## config.mk

```make
export PLATFORM = sky130hd
export DESIGN_NAME = dpm_regs
export DESIGN_NICKNAME = d
export VERILOG_FILES = /design/src/dpm_pkg.sv /design/src/dpm_map_if.sv /design/src/dpm_regs.sv /design/src/dpm_space_dec.sv
export SDC_FILE = /design/constraint.sdc
export NUM_CORES = 1
export LEC_CHECK = 0
export ABC_AREA = 1
export BUFFER_PORTS_ARGS = -buffer_cell sky130_fd_sc_hd__clkbuf_2
export CAP_MARGIN = 20
export CORE_MARGIN = 2
export CORE_UTILIZATION = 40
export CTS_CLUSTER_DIAMETER = 30
export DETAILED_ROUTE_END_ITERATION = 6
export PLACE_DENSITY_LB_ADDON = 0.25
export SYNTH_ARGS = -nofsm -noshare
export SYNTH_HDL_FRONTEND = slang
export SYNTH_SLANG_ARGS = --single-unit
```

## constraint.sdc

```tcl
create_clock -name sys_clk -period 2.6 [get_ports sys_clk]
set_input_delay 0.52 -clock sys_clk [delete_from_list [all_inputs] [get_ports sys_clk]]
set_output_delay 0.52 -clock sys_clk [all_outputs]
set_load 0.01 [all_outputs]
```

## src/dpm_pkg.sv

```systemverilog
package dpm_pkg;

  // direct special function addresses
  localparam logic [7:0] DPM_ADDR_PTR_A_LOW = 8'h82;
  localparam logic [7:0] DPM_ADDR_PTR_A_HIGH = 8'h83;
  localparam logic [7:0] DPM_ADDR_PTR_B_LOW = 8'h84;
  localparam logic [7:0] DPM_ADDR_PTR_B_HIGH = 8'h85;
  localparam logic [7:0] DPM_ADDR_PTR_SELECT = 8'h86;
  localparam logic [7:0] DPM_ADDR_PAGE_HIGH = 8'hcf;
  localparam logic [7:0] DPM_ADDR_SOFT_FLAGS = 8'hf8;

  // field positions
  localparam int DPM_SEL_BIT = 0;
  localparam logic [7:0] DPM_SELECT_MASK = 8'h01;
  localparam int DPM_HIGH_MSB = 15;
  localparam int DPM_HIGH_LSB = 8;
  localparam int DPM_LOW_MSB = 7;
  localparam int DPM_LOW_LSB = 0;

  // bit addresses f8h..ffh land on the software flag byte
  localparam logic [4:0] DPM_FLAG_BIT_BASE = 5'h1f;

  // memory sizes
  localparam logic [16:0] DPM_FLASH_BYTES = 17'he000;
  localparam logic [16:0] DPM_XRAM_BYTES = 17'h00400;
  localparam logic [7:0] DPM_IRAM_HALF = 8'h80;

  // reset values
  localparam logic [15:0] DPM_PTR_RESET = 16'h0000;
  localparam logic DPM_SEL_RESET = 1'b0;
  localparam logic [7:0] DPM_PAGE_RESET = 8'h00;
  localparam logic [7:0] DPM_FLAGS_RESET = 8'h00;

  typedef struct packed {
    logic [15:0] ptr_a;
    logic [15:0] ptr_b;
    logic sel;
    logic [7:0] page;
    logic [7:0] flags;
    logic [7:0] rdata;
    logic claim;
    logic bit_rdata;
    logic [15:0] dptr_addr;
    logic [15:0] ext_addr;
    logic flash_hit;
    logic xram_hit;
    logic iram_lo;
    logic iram_hi;
    logic sfr_hit;
  } dpm_state_s;

  localparam dpm_state_s DPM_STATE_RESET = '{
    ptr_a: DPM_PTR_RESET,
    ptr_b: DPM_PTR_RESET,
    sel: DPM_SEL_RESET,
    page: DPM_PAGE_RESET,
    flags: DPM_FLAGS_RESET,
    rdata: 8'h00,
    claim: 1'b0,
    bit_rdata: 1'b0,
    dptr_addr: 16'h0000,
    ext_addr: 16'h0000,
    flash_hit: 1'b1,
    xram_hit: 1'b1,
    iram_lo: 1'b0,
    iram_hi: 1'b0,
    sfr_hit: 1'b0
  };

endpackage

```

## src/dpm_map_if.sv

```systemverilog
`timescale 1ns/1ps
interface dpm_map_if;
  logic [15:0] code_addr;
  logic [7:0] idata_addr;
  logic idata_indirect;
  logic [15:0] xdata_addr;
  logic flash_hit;
  logic xram_hit;
  logic iram_lo;
  logic iram_hi;
  logic sfr_hit;

  modport regs (
    output code_addr,
    output idata_addr,
    output idata_indirect,
    output xdata_addr,
    input flash_hit,
    input xram_hit,
    input iram_lo,
    input iram_hi,
    input sfr_hit
  );

  modport dec (
    input code_addr,
    input idata_addr,
    input idata_indirect,
    input xdata_addr,
    output flash_hit,
    output xram_hit,
    output iram_lo,
    output iram_hi,
    output sfr_hit
  );
endinterface

```

## src/dpm_regs.sv

```systemverilog
`timescale 1ns/1ps
// Overview of operation
// - after reset code runs from on-chip flash covering program space 0000h to dfffh
// - one kilobyte ram sits in external data space for general storage
// - 256 byte internal ram; upper half indirect only, lower half direct or indirect
// - sfrs fill upper 128 addresses, direct only; indirect there reaches upper ram
// - first pointer low byte at 82h, high byte at 83h
// - second pointer low byte at 84h, high byte at 85h
// - select 0 uses first pointer pair, select 1 uses second pair
// - select bit is bit 0 of the select register at 86h
// - select register bits 7 to 1 always read zero
// - all pointer instructions act on selected pointer only, other stays untouched
// - incrementing the select register toggles the select bit, upper bits stay zero
// - pointer address is high byte on bits 15-8, low byte on 7-0
// - non-pointer external moves take upper address byte from page register at cfh
// - software flag register at f8h also works as byte storage
// - each flag bit readable, settable and clearable by bit access and byte access
module dpm_regs
  import dpm_pkg::*;
(
  input wire logic sys_clk,
  input wire logic reset_n,
  input wire logic [7:0] sfr_addr,
  input wire logic sfr_wr,
  input wire logic [7:0] sfr_wdata,
  input wire logic sfr_rd,
  output logic [7:0] sfr_rdata_r,
  output logic sfr_claim_r,
  input wire logic [7:0] bit_addr,
  input wire logic bit_wr,
  input wire logic bit_wval,
  input wire logic bit_rd,
  output logic bit_rdata_r,
  input wire logic dptr_load,
  input wire logic [15:0] dptr_wdata,
  input wire logic dptr_inc,
  output logic [15:0] dptr_addr_r,
  input wire logic movx_req,
  input wire logic movx_use_dptr,
  input wire logic [7:0] movx_ri,
  output logic [15:0] ext_addr_r,
  output logic xram_hit_r,
  input wire logic [15:0] code_addr,
  output logic flash_hit_r,
  input wire logic [7:0] idata_addr,
  input wire logic idata_indirect,
  output logic iram_lo_r,
  output logic iram_hi_r,
  output logic sfr_space_r
);

  dpm_state_s st_r;
  dpm_state_s st_nxt;
  dpm_map_if map ();

  function automatic logic [15:0] active_ptr(input dpm_state_s s);
    active_ptr = s.sel ? s.ptr_b : s.ptr_a;
  endfunction

  function automatic logic is_own(input logic [7:0] a);
    is_own = (a == DPM_ADDR_PTR_A_LOW) || (a == DPM_ADDR_PTR_A_HIGH) ||
             (a == DPM_ADDR_PTR_B_LOW) || (a == DPM_ADDR_PTR_B_HIGH) ||
             (a == DPM_ADDR_PTR_SELECT) || (a == DPM_ADDR_PAGE_HIGH) ||
             (a == DPM_ADDR_SOFT_FLAGS);
  endfunction

  function automatic logic is_flag_bit(input logic [7:0] a);
    is_flag_bit = a[7:3] == DPM_FLAG_BIT_BASE;
  endfunction

  dpm_space_dec u_dec (
    .map(map)
  );

  logic [15:0] ptr_next;

  always_comb begin
    st_nxt = st_r;
    ptr_next = active_ptr(st_r);

    // byte writes from the core; select register keeps only its one live bit
    if (sfr_wr) begin
      case (sfr_addr)
        DPM_ADDR_PTR_A_LOW: st_nxt.ptr_a[DPM_LOW_MSB:DPM_LOW_LSB] = sfr_wdata;
        DPM_ADDR_PTR_A_HIGH: st_nxt.ptr_a[DPM_HIGH_MSB:DPM_HIGH_LSB] = sfr_wdata;
        DPM_ADDR_PTR_B_LOW: st_nxt.ptr_b[DPM_LOW_MSB:DPM_LOW_LSB] = sfr_wdata;
        DPM_ADDR_PTR_B_HIGH: st_nxt.ptr_b[DPM_HIGH_MSB:DPM_HIGH_LSB] = sfr_wdata;
        // an increment is a read-modify-write of rdata+1; only its bit 0 is kept, which toggles sel
        DPM_ADDR_PTR_SELECT: st_nxt.sel = sfr_wdata[DPM_SEL_BIT];
        DPM_ADDR_PAGE_HIGH: st_nxt.page = sfr_wdata;
        DPM_ADDR_SOFT_FLAGS: st_nxt.flags = sfr_wdata;
        default: begin
        end
      endcase
    end

    // bit writes land after byte writes, so a same-cycle bit op wins
    if (bit_wr && is_flag_bit(bit_addr)) begin
      st_nxt.flags[bit_addr[2:0]] = bit_wval;
    end

    // pointer instructions touch only the pointer selected at that moment
    if (dptr_load) begin
      ptr_next = dptr_wdata;
    end else if (dptr_inc) begin
      ptr_next = active_ptr(st_r) + 16'h0001;
    end
    if (dptr_load || dptr_inc) begin
      if (st_r.sel) begin
        st_nxt.ptr_b = ptr_next;
      end else begin
        st_nxt.ptr_a = ptr_next;
      end
    end

    // reads return the value held before any write in the same cycle
    st_nxt.claim = sfr_rd && is_own(sfr_addr);
    st_nxt.rdata = 8'h00;
    if (sfr_rd) begin
      case (sfr_addr)
        DPM_ADDR_PTR_A_LOW: st_nxt.rdata = st_r.ptr_a[DPM_LOW_MSB:DPM_LOW_LSB];
        DPM_ADDR_PTR_A_HIGH: st_nxt.rdata = st_r.ptr_a[DPM_HIGH_MSB:DPM_HIGH_LSB];
        DPM_ADDR_PTR_B_LOW: st_nxt.rdata = st_r.ptr_b[DPM_LOW_MSB:DPM_LOW_LSB];
        DPM_ADDR_PTR_B_HIGH: st_nxt.rdata = st_r.ptr_b[DPM_HIGH_MSB:DPM_HIGH_LSB];
        DPM_ADDR_PTR_SELECT: st_nxt.rdata = {7'h00, st_r.sel} & DPM_SELECT_MASK;
        DPM_ADDR_PAGE_HIGH: st_nxt.rdata = st_r.page;
        DPM_ADDR_SOFT_FLAGS: st_nxt.rdata = st_r.flags;
        default: st_nxt.rdata = 8'h00;
      endcase
    end
    st_nxt.bit_rdata = (bit_rd && is_flag_bit(bit_addr)) ? st_r.flags[bit_addr[2:0]] : 1'b0;

    // dptr_addr shows the post-update pointer; a move address uses the pointer held before this update
    st_nxt.dptr_addr = active_ptr(st_nxt);
    if (movx_req) begin
      if (movx_use_dptr) begin
        st_nxt.ext_addr = active_ptr(st_r);
      end else begin
        st_nxt.ext_addr = {st_r.page, movx_ri};
      end
    end

    map.code_addr = code_addr;
    map.idata_addr = idata_addr;
    map.idata_indirect = idata_indirect;
    map.xdata_addr = st_nxt.ext_addr;
    st_nxt.flash_hit = map.flash_hit;
    st_nxt.xram_hit = map.xram_hit;
    st_nxt.iram_lo = map.iram_lo;
    st_nxt.iram_hi = map.iram_hi;
    st_nxt.sfr_hit = map.sfr_hit;
  end

  always_ff @(posedge sys_clk or negedge reset_n) begin
    if (!reset_n) begin
      st_r <= DPM_STATE_RESET;
    end else begin
      st_r <= st_nxt;
    end
  end

  assign sfr_rdata_r = st_r.rdata;
  assign sfr_claim_r = st_r.claim;
  assign bit_rdata_r = st_r.bit_rdata;
  assign dptr_addr_r = st_r.dptr_addr;
  assign ext_addr_r = st_r.ext_addr;
  assign xram_hit_r = st_r.xram_hit;
  assign flash_hit_r = st_r.flash_hit;
  assign iram_lo_r = st_r.iram_lo;
  assign iram_hi_r = st_r.iram_hi;
  assign sfr_space_r = st_r.sfr_hit;
endmodule

```

## src/dpm_space_dec.sv

```systemverilog
`timescale 1ns/1ps
module dpm_space_dec
  import dpm_pkg::*;
(
  dpm_map_if.dec map
);

  always_comb begin
    // code space below the flash size fetches from flash, vector 0 included
    map.flash_hit = {1'b0, map.code_addr} < DPM_FLASH_BYTES;
    // only the first kilobyte of external data space is backed on chip
    map.xram_hit = {1'b0, map.xdata_addr} < DPM_XRAM_BYTES;
    map.iram_lo = map.idata_addr < DPM_IRAM_HALF;
    // the upper half splits on addressing mode: direct reaches sfrs, indirect the upper ram
    map.iram_hi = (map.idata_addr >= DPM_IRAM_HALF) && map.idata_indirect;
    map.sfr_hit = (map.idata_addr >= DPM_IRAM_HALF) && !map.idata_indirect;
  end

endmodule

```

Yosys cells after proc, flatten, opt, wreduce, memory -nomap -nowiden

Cells that the tools add are included.

Add/subtract/negate cells: 1
Magnitude comparators: 6
Equality and inequality tests: 8
Multiplexer cells: 26
Reduce and logical (&&, ||, !) cells: 15

Operators by type and width:

| cell                                                              | number |
|---|---|
| two-way mux 16 bit                                                | 8 |
| two-way mux 8 bit                                                 | 8 |
| == test 8 bit, second input constant                              | 7 |
| case mux 8 bit (7 select lines)                                   | 1 |
| two-way mux 49 bit                                                | 1 |
| two-way mux 32 bit                                                | 1 |
| adder 16 x 1 -> 16 bit, second input constant                     | 1 |
| less-than comparator 16 x 11 -> 1 bit, second input constant      | 1 |
| less-than comparator 16 bit, second input constant                | 1 |
| bitwise mux 8 bit                                                 | 1 |
| greater-or-equal comparator 8 bit, second input constant          | 1 |
| less-than comparator 8 bit, second input constant                 | 1 |
| logical OR 1 bit                                                  | 7 |
| logical AND 1 bit                                                 | 6 |
| == test 5 bit, second input constant                              | 1 |
| less-than comparator 3 x 4 -> 1 bit, second input constant        | 1 |
| two-way mux 1 bit                                                 | 4 |
| binary-select mux 1 bit (select 3 bit)                            | 1 |
| demux 1 bit (select 3 bit)                                        | 1 |
| greater-or-equal comparator 3 x 1 -> 1 bit, second input constant | 1 |
| AND reduction 2 bit                                               | 1 |
| zero test 1 bit                                                   | 1 |

Register bits: 96

Depth between registers and ports, before layout

Word-level depth: 8
Gate-level depth with buffers: 15
Gate-level depth less buffers: 15

Hierarchy

Synthesis repeated with hierarchy kept, for this count alone.

Cells, all modules: 832
Area total of the unflattened synthesis: 5,990.7 µm²

By module, submodules not included:

| module        | times used | cells each | area each (µm²) | sequential area each (µm²) |
|---|---|---|---|---|
| dpm_regs      | 1          | 822        | 5,949.5         | 2,404.8 |
| dpm_space_dec | 1          | 10         | 41.3            | 0.0 |

Least setup slack after synthesis

Ideal clock, no wire load.

Kind: register -> register
Start: register st_r[63] (netlist name)
End: register st_r, in the netlist dptr_addr_r[4]
Setup time: 0.128 ns
Data arrival time: 1.820 ns
Data required time: 2.472 ns
Slack: 0.652 ns
Stages on the path, launching flop included: 15
Path buffers: 1
Period minus slack after synthesis: 1.948 ns
Path through: dfrtp_1 buf_4 nand2_1 nand2_1 inv_1 ha_1 nand3_1 nor2_1 or2_2 nand3_1 nand2_1 nor2_1 nor2_1 nand2_1 o21ai_0

RTL lines:

| element                  | RTL line        | text |
|---|---|---|
| start: declaration       | dpm_regs.sv:52  | `dpm_state_s st_r;` |
| start signal: assignment | dpm_regs.sv:158 | `st_r <= st_nxt;` |

==> metrics <==
status=completed; clk sinks=96; HP Class=in -> async; number of failing setup endpoints in the final timing report=0; final critical-path share of the clock period=between 80% and 90%; residual overflow from global routing=0; synthesized netlist cell count=820; clock slew seen by the registers of the worst setup and hold paths=about 70 ps; fill cell count=~1,500; CTS Root Cell=sky130_fd_sc_hd__clkbuf_16; headroom to the max-slew limit=around three fifths; count of boundary I/O pins=about 130; leading post-synthesis cells by cell area=sky130_fd_sc_hd__dfrtp_1, sky130_fd_sc_hd__nand2_1, sky130_fd_sc_hd__inv_1; Core Region=between 10,000 and 15,000 um^2; Worst Max-Slew Pin Slew=about 590 ps; num rows=44; share of post-route cells with drive strength above 1=20.6%; TritonCTS buffer count=9; maximum number of pins on one net before global-route repair=between 40 and 50; Worst-Skew Late Latency=360 ps; worst-case vdd ir drop=around 0.37 mV; violation count after the first detailed-route iteration=508; height of the die=between 100 and 150 um; crit end category=register; Achievable Freq=roughly 0.44 GHz; number of H-tree levels=3; Global Route Usage Sum=roughly 23%; post-route worst setup slack=~340 ps; Max Cap Violations=0; nets in the synthesized netlist=905; utilization of the core after routing=a little under half; Yosys top cell by area=sky130_fd_sc_hd__dfrtp_1; worst path arrival time=2500 ps; summed negative setup slack over all endpoints=0 ps; most frequent cells in the layout=sky130_fd_sc_hd__nand2_1, sky130_fd_sc_hd__clkbuf_2, sky130_fd_sc_hd__inv_1, sky130_fd_sc_hd__dfrtp_1, sky130_fd_sc_hd__nor2_1; synth warn=0; Data required, critical path=between 2000 and 3000 ps; worst slack after detailed placement=around 370 ps; number of synthesized register bits=96; Post-Route WL=roughly 18 mm; post-synth design cell area=roughly 6000 um^2; total power of the final layout=4.43 mW; Leak Pwr=3.54 nW; Final nets=between 900 and 1,000; total die area=~16,000 um^2; Yosys top cell area share=between 30% and 40%; sequential cell area fraction in the yosys report=around two fifths; post-route clock skew=just under 9 ps; DRC Markers=0; critical path launch point type=register; placer congestion estimate=0.969; CTS Hold Bufs=0; detailed placement HPWL=about 14 mm; power per standard cell area=654 nW/um^2; drt pass-1 iters=6; total of buffers placed on input and output ports=between 100 and 150; global-route wire length before repair=around 29 mm; start of the worst register-to-register path=st_r[63]$_DFF_PN0_; count of nets left with antenna violations after detail routing=0; type of the worst setup path=reg -> reg; via count=5,626; final slew viol count=0; number of antenna violations at the first check in global routing=1; syn avg cell area=between 7 and 8 um^2; RSZ-0062 raised after global routing=no; minimum period implied by the final worst setup slack=~2300 ps; number of hold violations in the final report=0; buffers inserted during post-CTS setup optimization=0; routed len/inst=approximately 17 um; via count of the first global-routing pass=around 5,300; leading cell type in the layout, fill and taps excluded=sky130_fd_sc_hd__nand2_1; detail-routed via count per cell=between 5 and 6; count of cells along the worst register-to-register path=14; flop-to-flop setup slack=around 340 ps; die outline width=between 100 and 150 um; area grow syn2layout=13.7%; starting density of the core=~40%; biggest fanout along the worst timing path=9; reg2reg end=dptr_addr_r[8]$_DFF_PN0_; TritonCTS clock tree=yes; Clock Tree Buf Depth=2; distinct cell type count after synthesis=43; Resized cells post-CTS=0
[cells by family (layout without fill, tap and decap cells)]
| logic type | Yosys count | after routing | synth area share [%] |
|---|---|---|---|
| other | 0 | 1 | 0 |
| adders and majority gates | 1 | 1 | 0.210 |
| and+or+nand+nor | 391 | 391 | 29.0 |
| buffers and inverters | 167 | 245 | 13.7 |
| DFF | 96 | 96 | 40.4 |
| AOI/OAI and AO/OA | 165 | 165 | 16.6 |
[stage by stage]
step                      instance area [um^2]  std cells  hold slack, ps
final                                     6770       1083            89.4
after global routing                      6770       1083             111
after CTS                                 6770       1082            88.3
after detailed placement                  6450       1067             482
after global placement                    6450       1067             483
after floorplan                           5950        820             224
[routing by layer]
layer,vias to the layer above,GRT usage [%],wire [um]
met2,217,36.7,8140
met1,2618,31.8,8160
li1,2769,-,-
met3,22,5.56,1400
met5,-,0,0
met4,0,7.05,363
[power by group]
part	leakage (nW)	switching, mW	total [mW]	internal [mW]
clock network	0.149	0.584	1.42	0.839
registers	1.13	0.172	1.90	1.73
logic	2.26	0.710	1.10	0.388
[area by class of cell]
| type | instances | area (um^2) | share of cell area (%) |
|---|---|---|---|
| inverter | 100 | 375 | 5.55 |
| clock buffer | 10 | 229 | 3.38 |
| tap | 184 | 230 | 3.40 |
| multi-input combinational | 557 | 2730 | 40.3 |
| clock inverter | 5 | 81.3 | 1.20 |
| antenna | 1 | 2.50 | 0.0370 |
| sequential | 96 | 2400 | 35.5 |
| timing repair buffer | 130 | 716 | 10.6 |
[cell usage after synthesis]
library cell,n
sky130_fd_sc_hd__nand2_1,228
sky130_fd_sc_hd__dfrtp_1,94
sky130_fd_sc_hd__inv_1,94
sky130_fd_sc_hd__nor2_1,61
sky130_fd_sc_hd__o21ai_0,55
sky130_fd_sc_hd__nand3_1,51
sky130_fd_sc_hd__a21oi_1,44
sky130_fd_sc_hd__buf_4,41
sky130_fd_sc_hd__o211ai_1,22
sky130_fd_sc_hd__clkbuf_1,12
sky130_fd_sc_hd__o21ai_2,12
sky130_fd_sc_hd__buf_2,11
sky130_fd_sc_hd__nor3_1,10
sky130_fd_sc_hd__nand4_1,8
sky130_fd_sc_hd__o21ai_1,8
sky130_fd_sc_hd__and2_1,7
sky130_fd_sc_hd__nand2_2,7
sky130_fd_sc_hd__a31oi_1,6
sky130_fd_sc_hd__o221ai_1,6
sky130_fd_sc_hd__clkinv_1,4
sky130_fd_sc_hd__o22ai_1,4
sky130_fd_sc_hd__a21boi_1,3
sky130_fd_sc_hd__buf_6,3
sky130_fd_sc_hd__nor2_2,3
sky130_fd_sc_hd__or2_2,3
sky130_fd_sc_hd__dfstp_2,2
sky130_fd_sc_hd__inv_2,2
sky130_fd_sc_hd__nand3_2,2
sky130_fd_sc_hd__nor2_4,2
sky130_fd_sc_hd__o21a_1,2
sky130_fd_sc_hd__a21boi_0,1
sky130_fd_sc_hd__ha_1,1
sky130_fd_sc_hd__nand2_4,1
sky130_fd_sc_hd__nand3b_4,1
sky130_fd_sc_hd__nor2_8,1
sky130_fd_sc_hd__nor3_2,1
sky130_fd_sc_hd__nor3_4,1
sky130_fd_sc_hd__nor3b_1,1
sky130_fd_sc_hd__nor4_1,1
sky130_fd_sc_hd__nor4_4,1
sky130_fd_sc_hd__o211ai_2,1
sky130_fd_sc_hd__o21bai_2,1
sky130_fd_sc_hd__or2_0,1
[critical path, cell delays in order, from the launching register on]
cell	delay, ps
sky130_fd_sc_hd__dfrtp_1	490
sky130_fd_sc_hd__inv_2	130
sky130_fd_sc_hd__nand2_1	100
sky130_fd_sc_hd__nand2_1	90
sky130_fd_sc_hd__inv_1	100
sky130_fd_sc_hd__ha_1	220
sky130_fd_sc_hd__nand3_2	140
sky130_fd_sc_hd__nor2_8	190
sky130_fd_sc_hd__nand3_2	90
sky130_fd_sc_hd__nand2_1	70
sky130_fd_sc_hd__nand2_1	50
sky130_fd_sc_hd__o21bai_2	230
sky130_fd_sc_hd__nand2_1	70
sky130_fd_sc_hd__nand3_1	80
sky130_fd_sc_hd__nand2_1	80
[state kept, by name, summed over array words and instances, names as in the netlist, 8 cells and up]
name and flops:
st_r 49, sfr_rdata_r 8, dptr_addr_r 16, ext_addr_r 16
[how the worst max path moves through the flow]
stage | start | end | slack [ps]
after floorplan | st_r[63]$_DFF_PN0_ | dptr_addr_r[4]$_DFF_PN0_ | 650
after global placement | sfr_addr[5] | dptr_addr_r[5]$_DFF_PN0_ | 360
after detailed placement | sfr_addr[5] | dptr_addr_r[5]$_DFF_PN0_ | 370
after CTS | st_r[63]$_DFF_PN0_ | dptr_addr_r[8]$_DFF_PN0_ | 400
after global routing | st_r[63]$_DFF_PN0_ | dptr_addr_r[8]$_DFF_PN0_ | 140
final | st_r[63]$_DFF_PN0_ | dptr_addr_r[8]$_DFF_PN0_ | 340
Power figures use the tool's default switching activity.
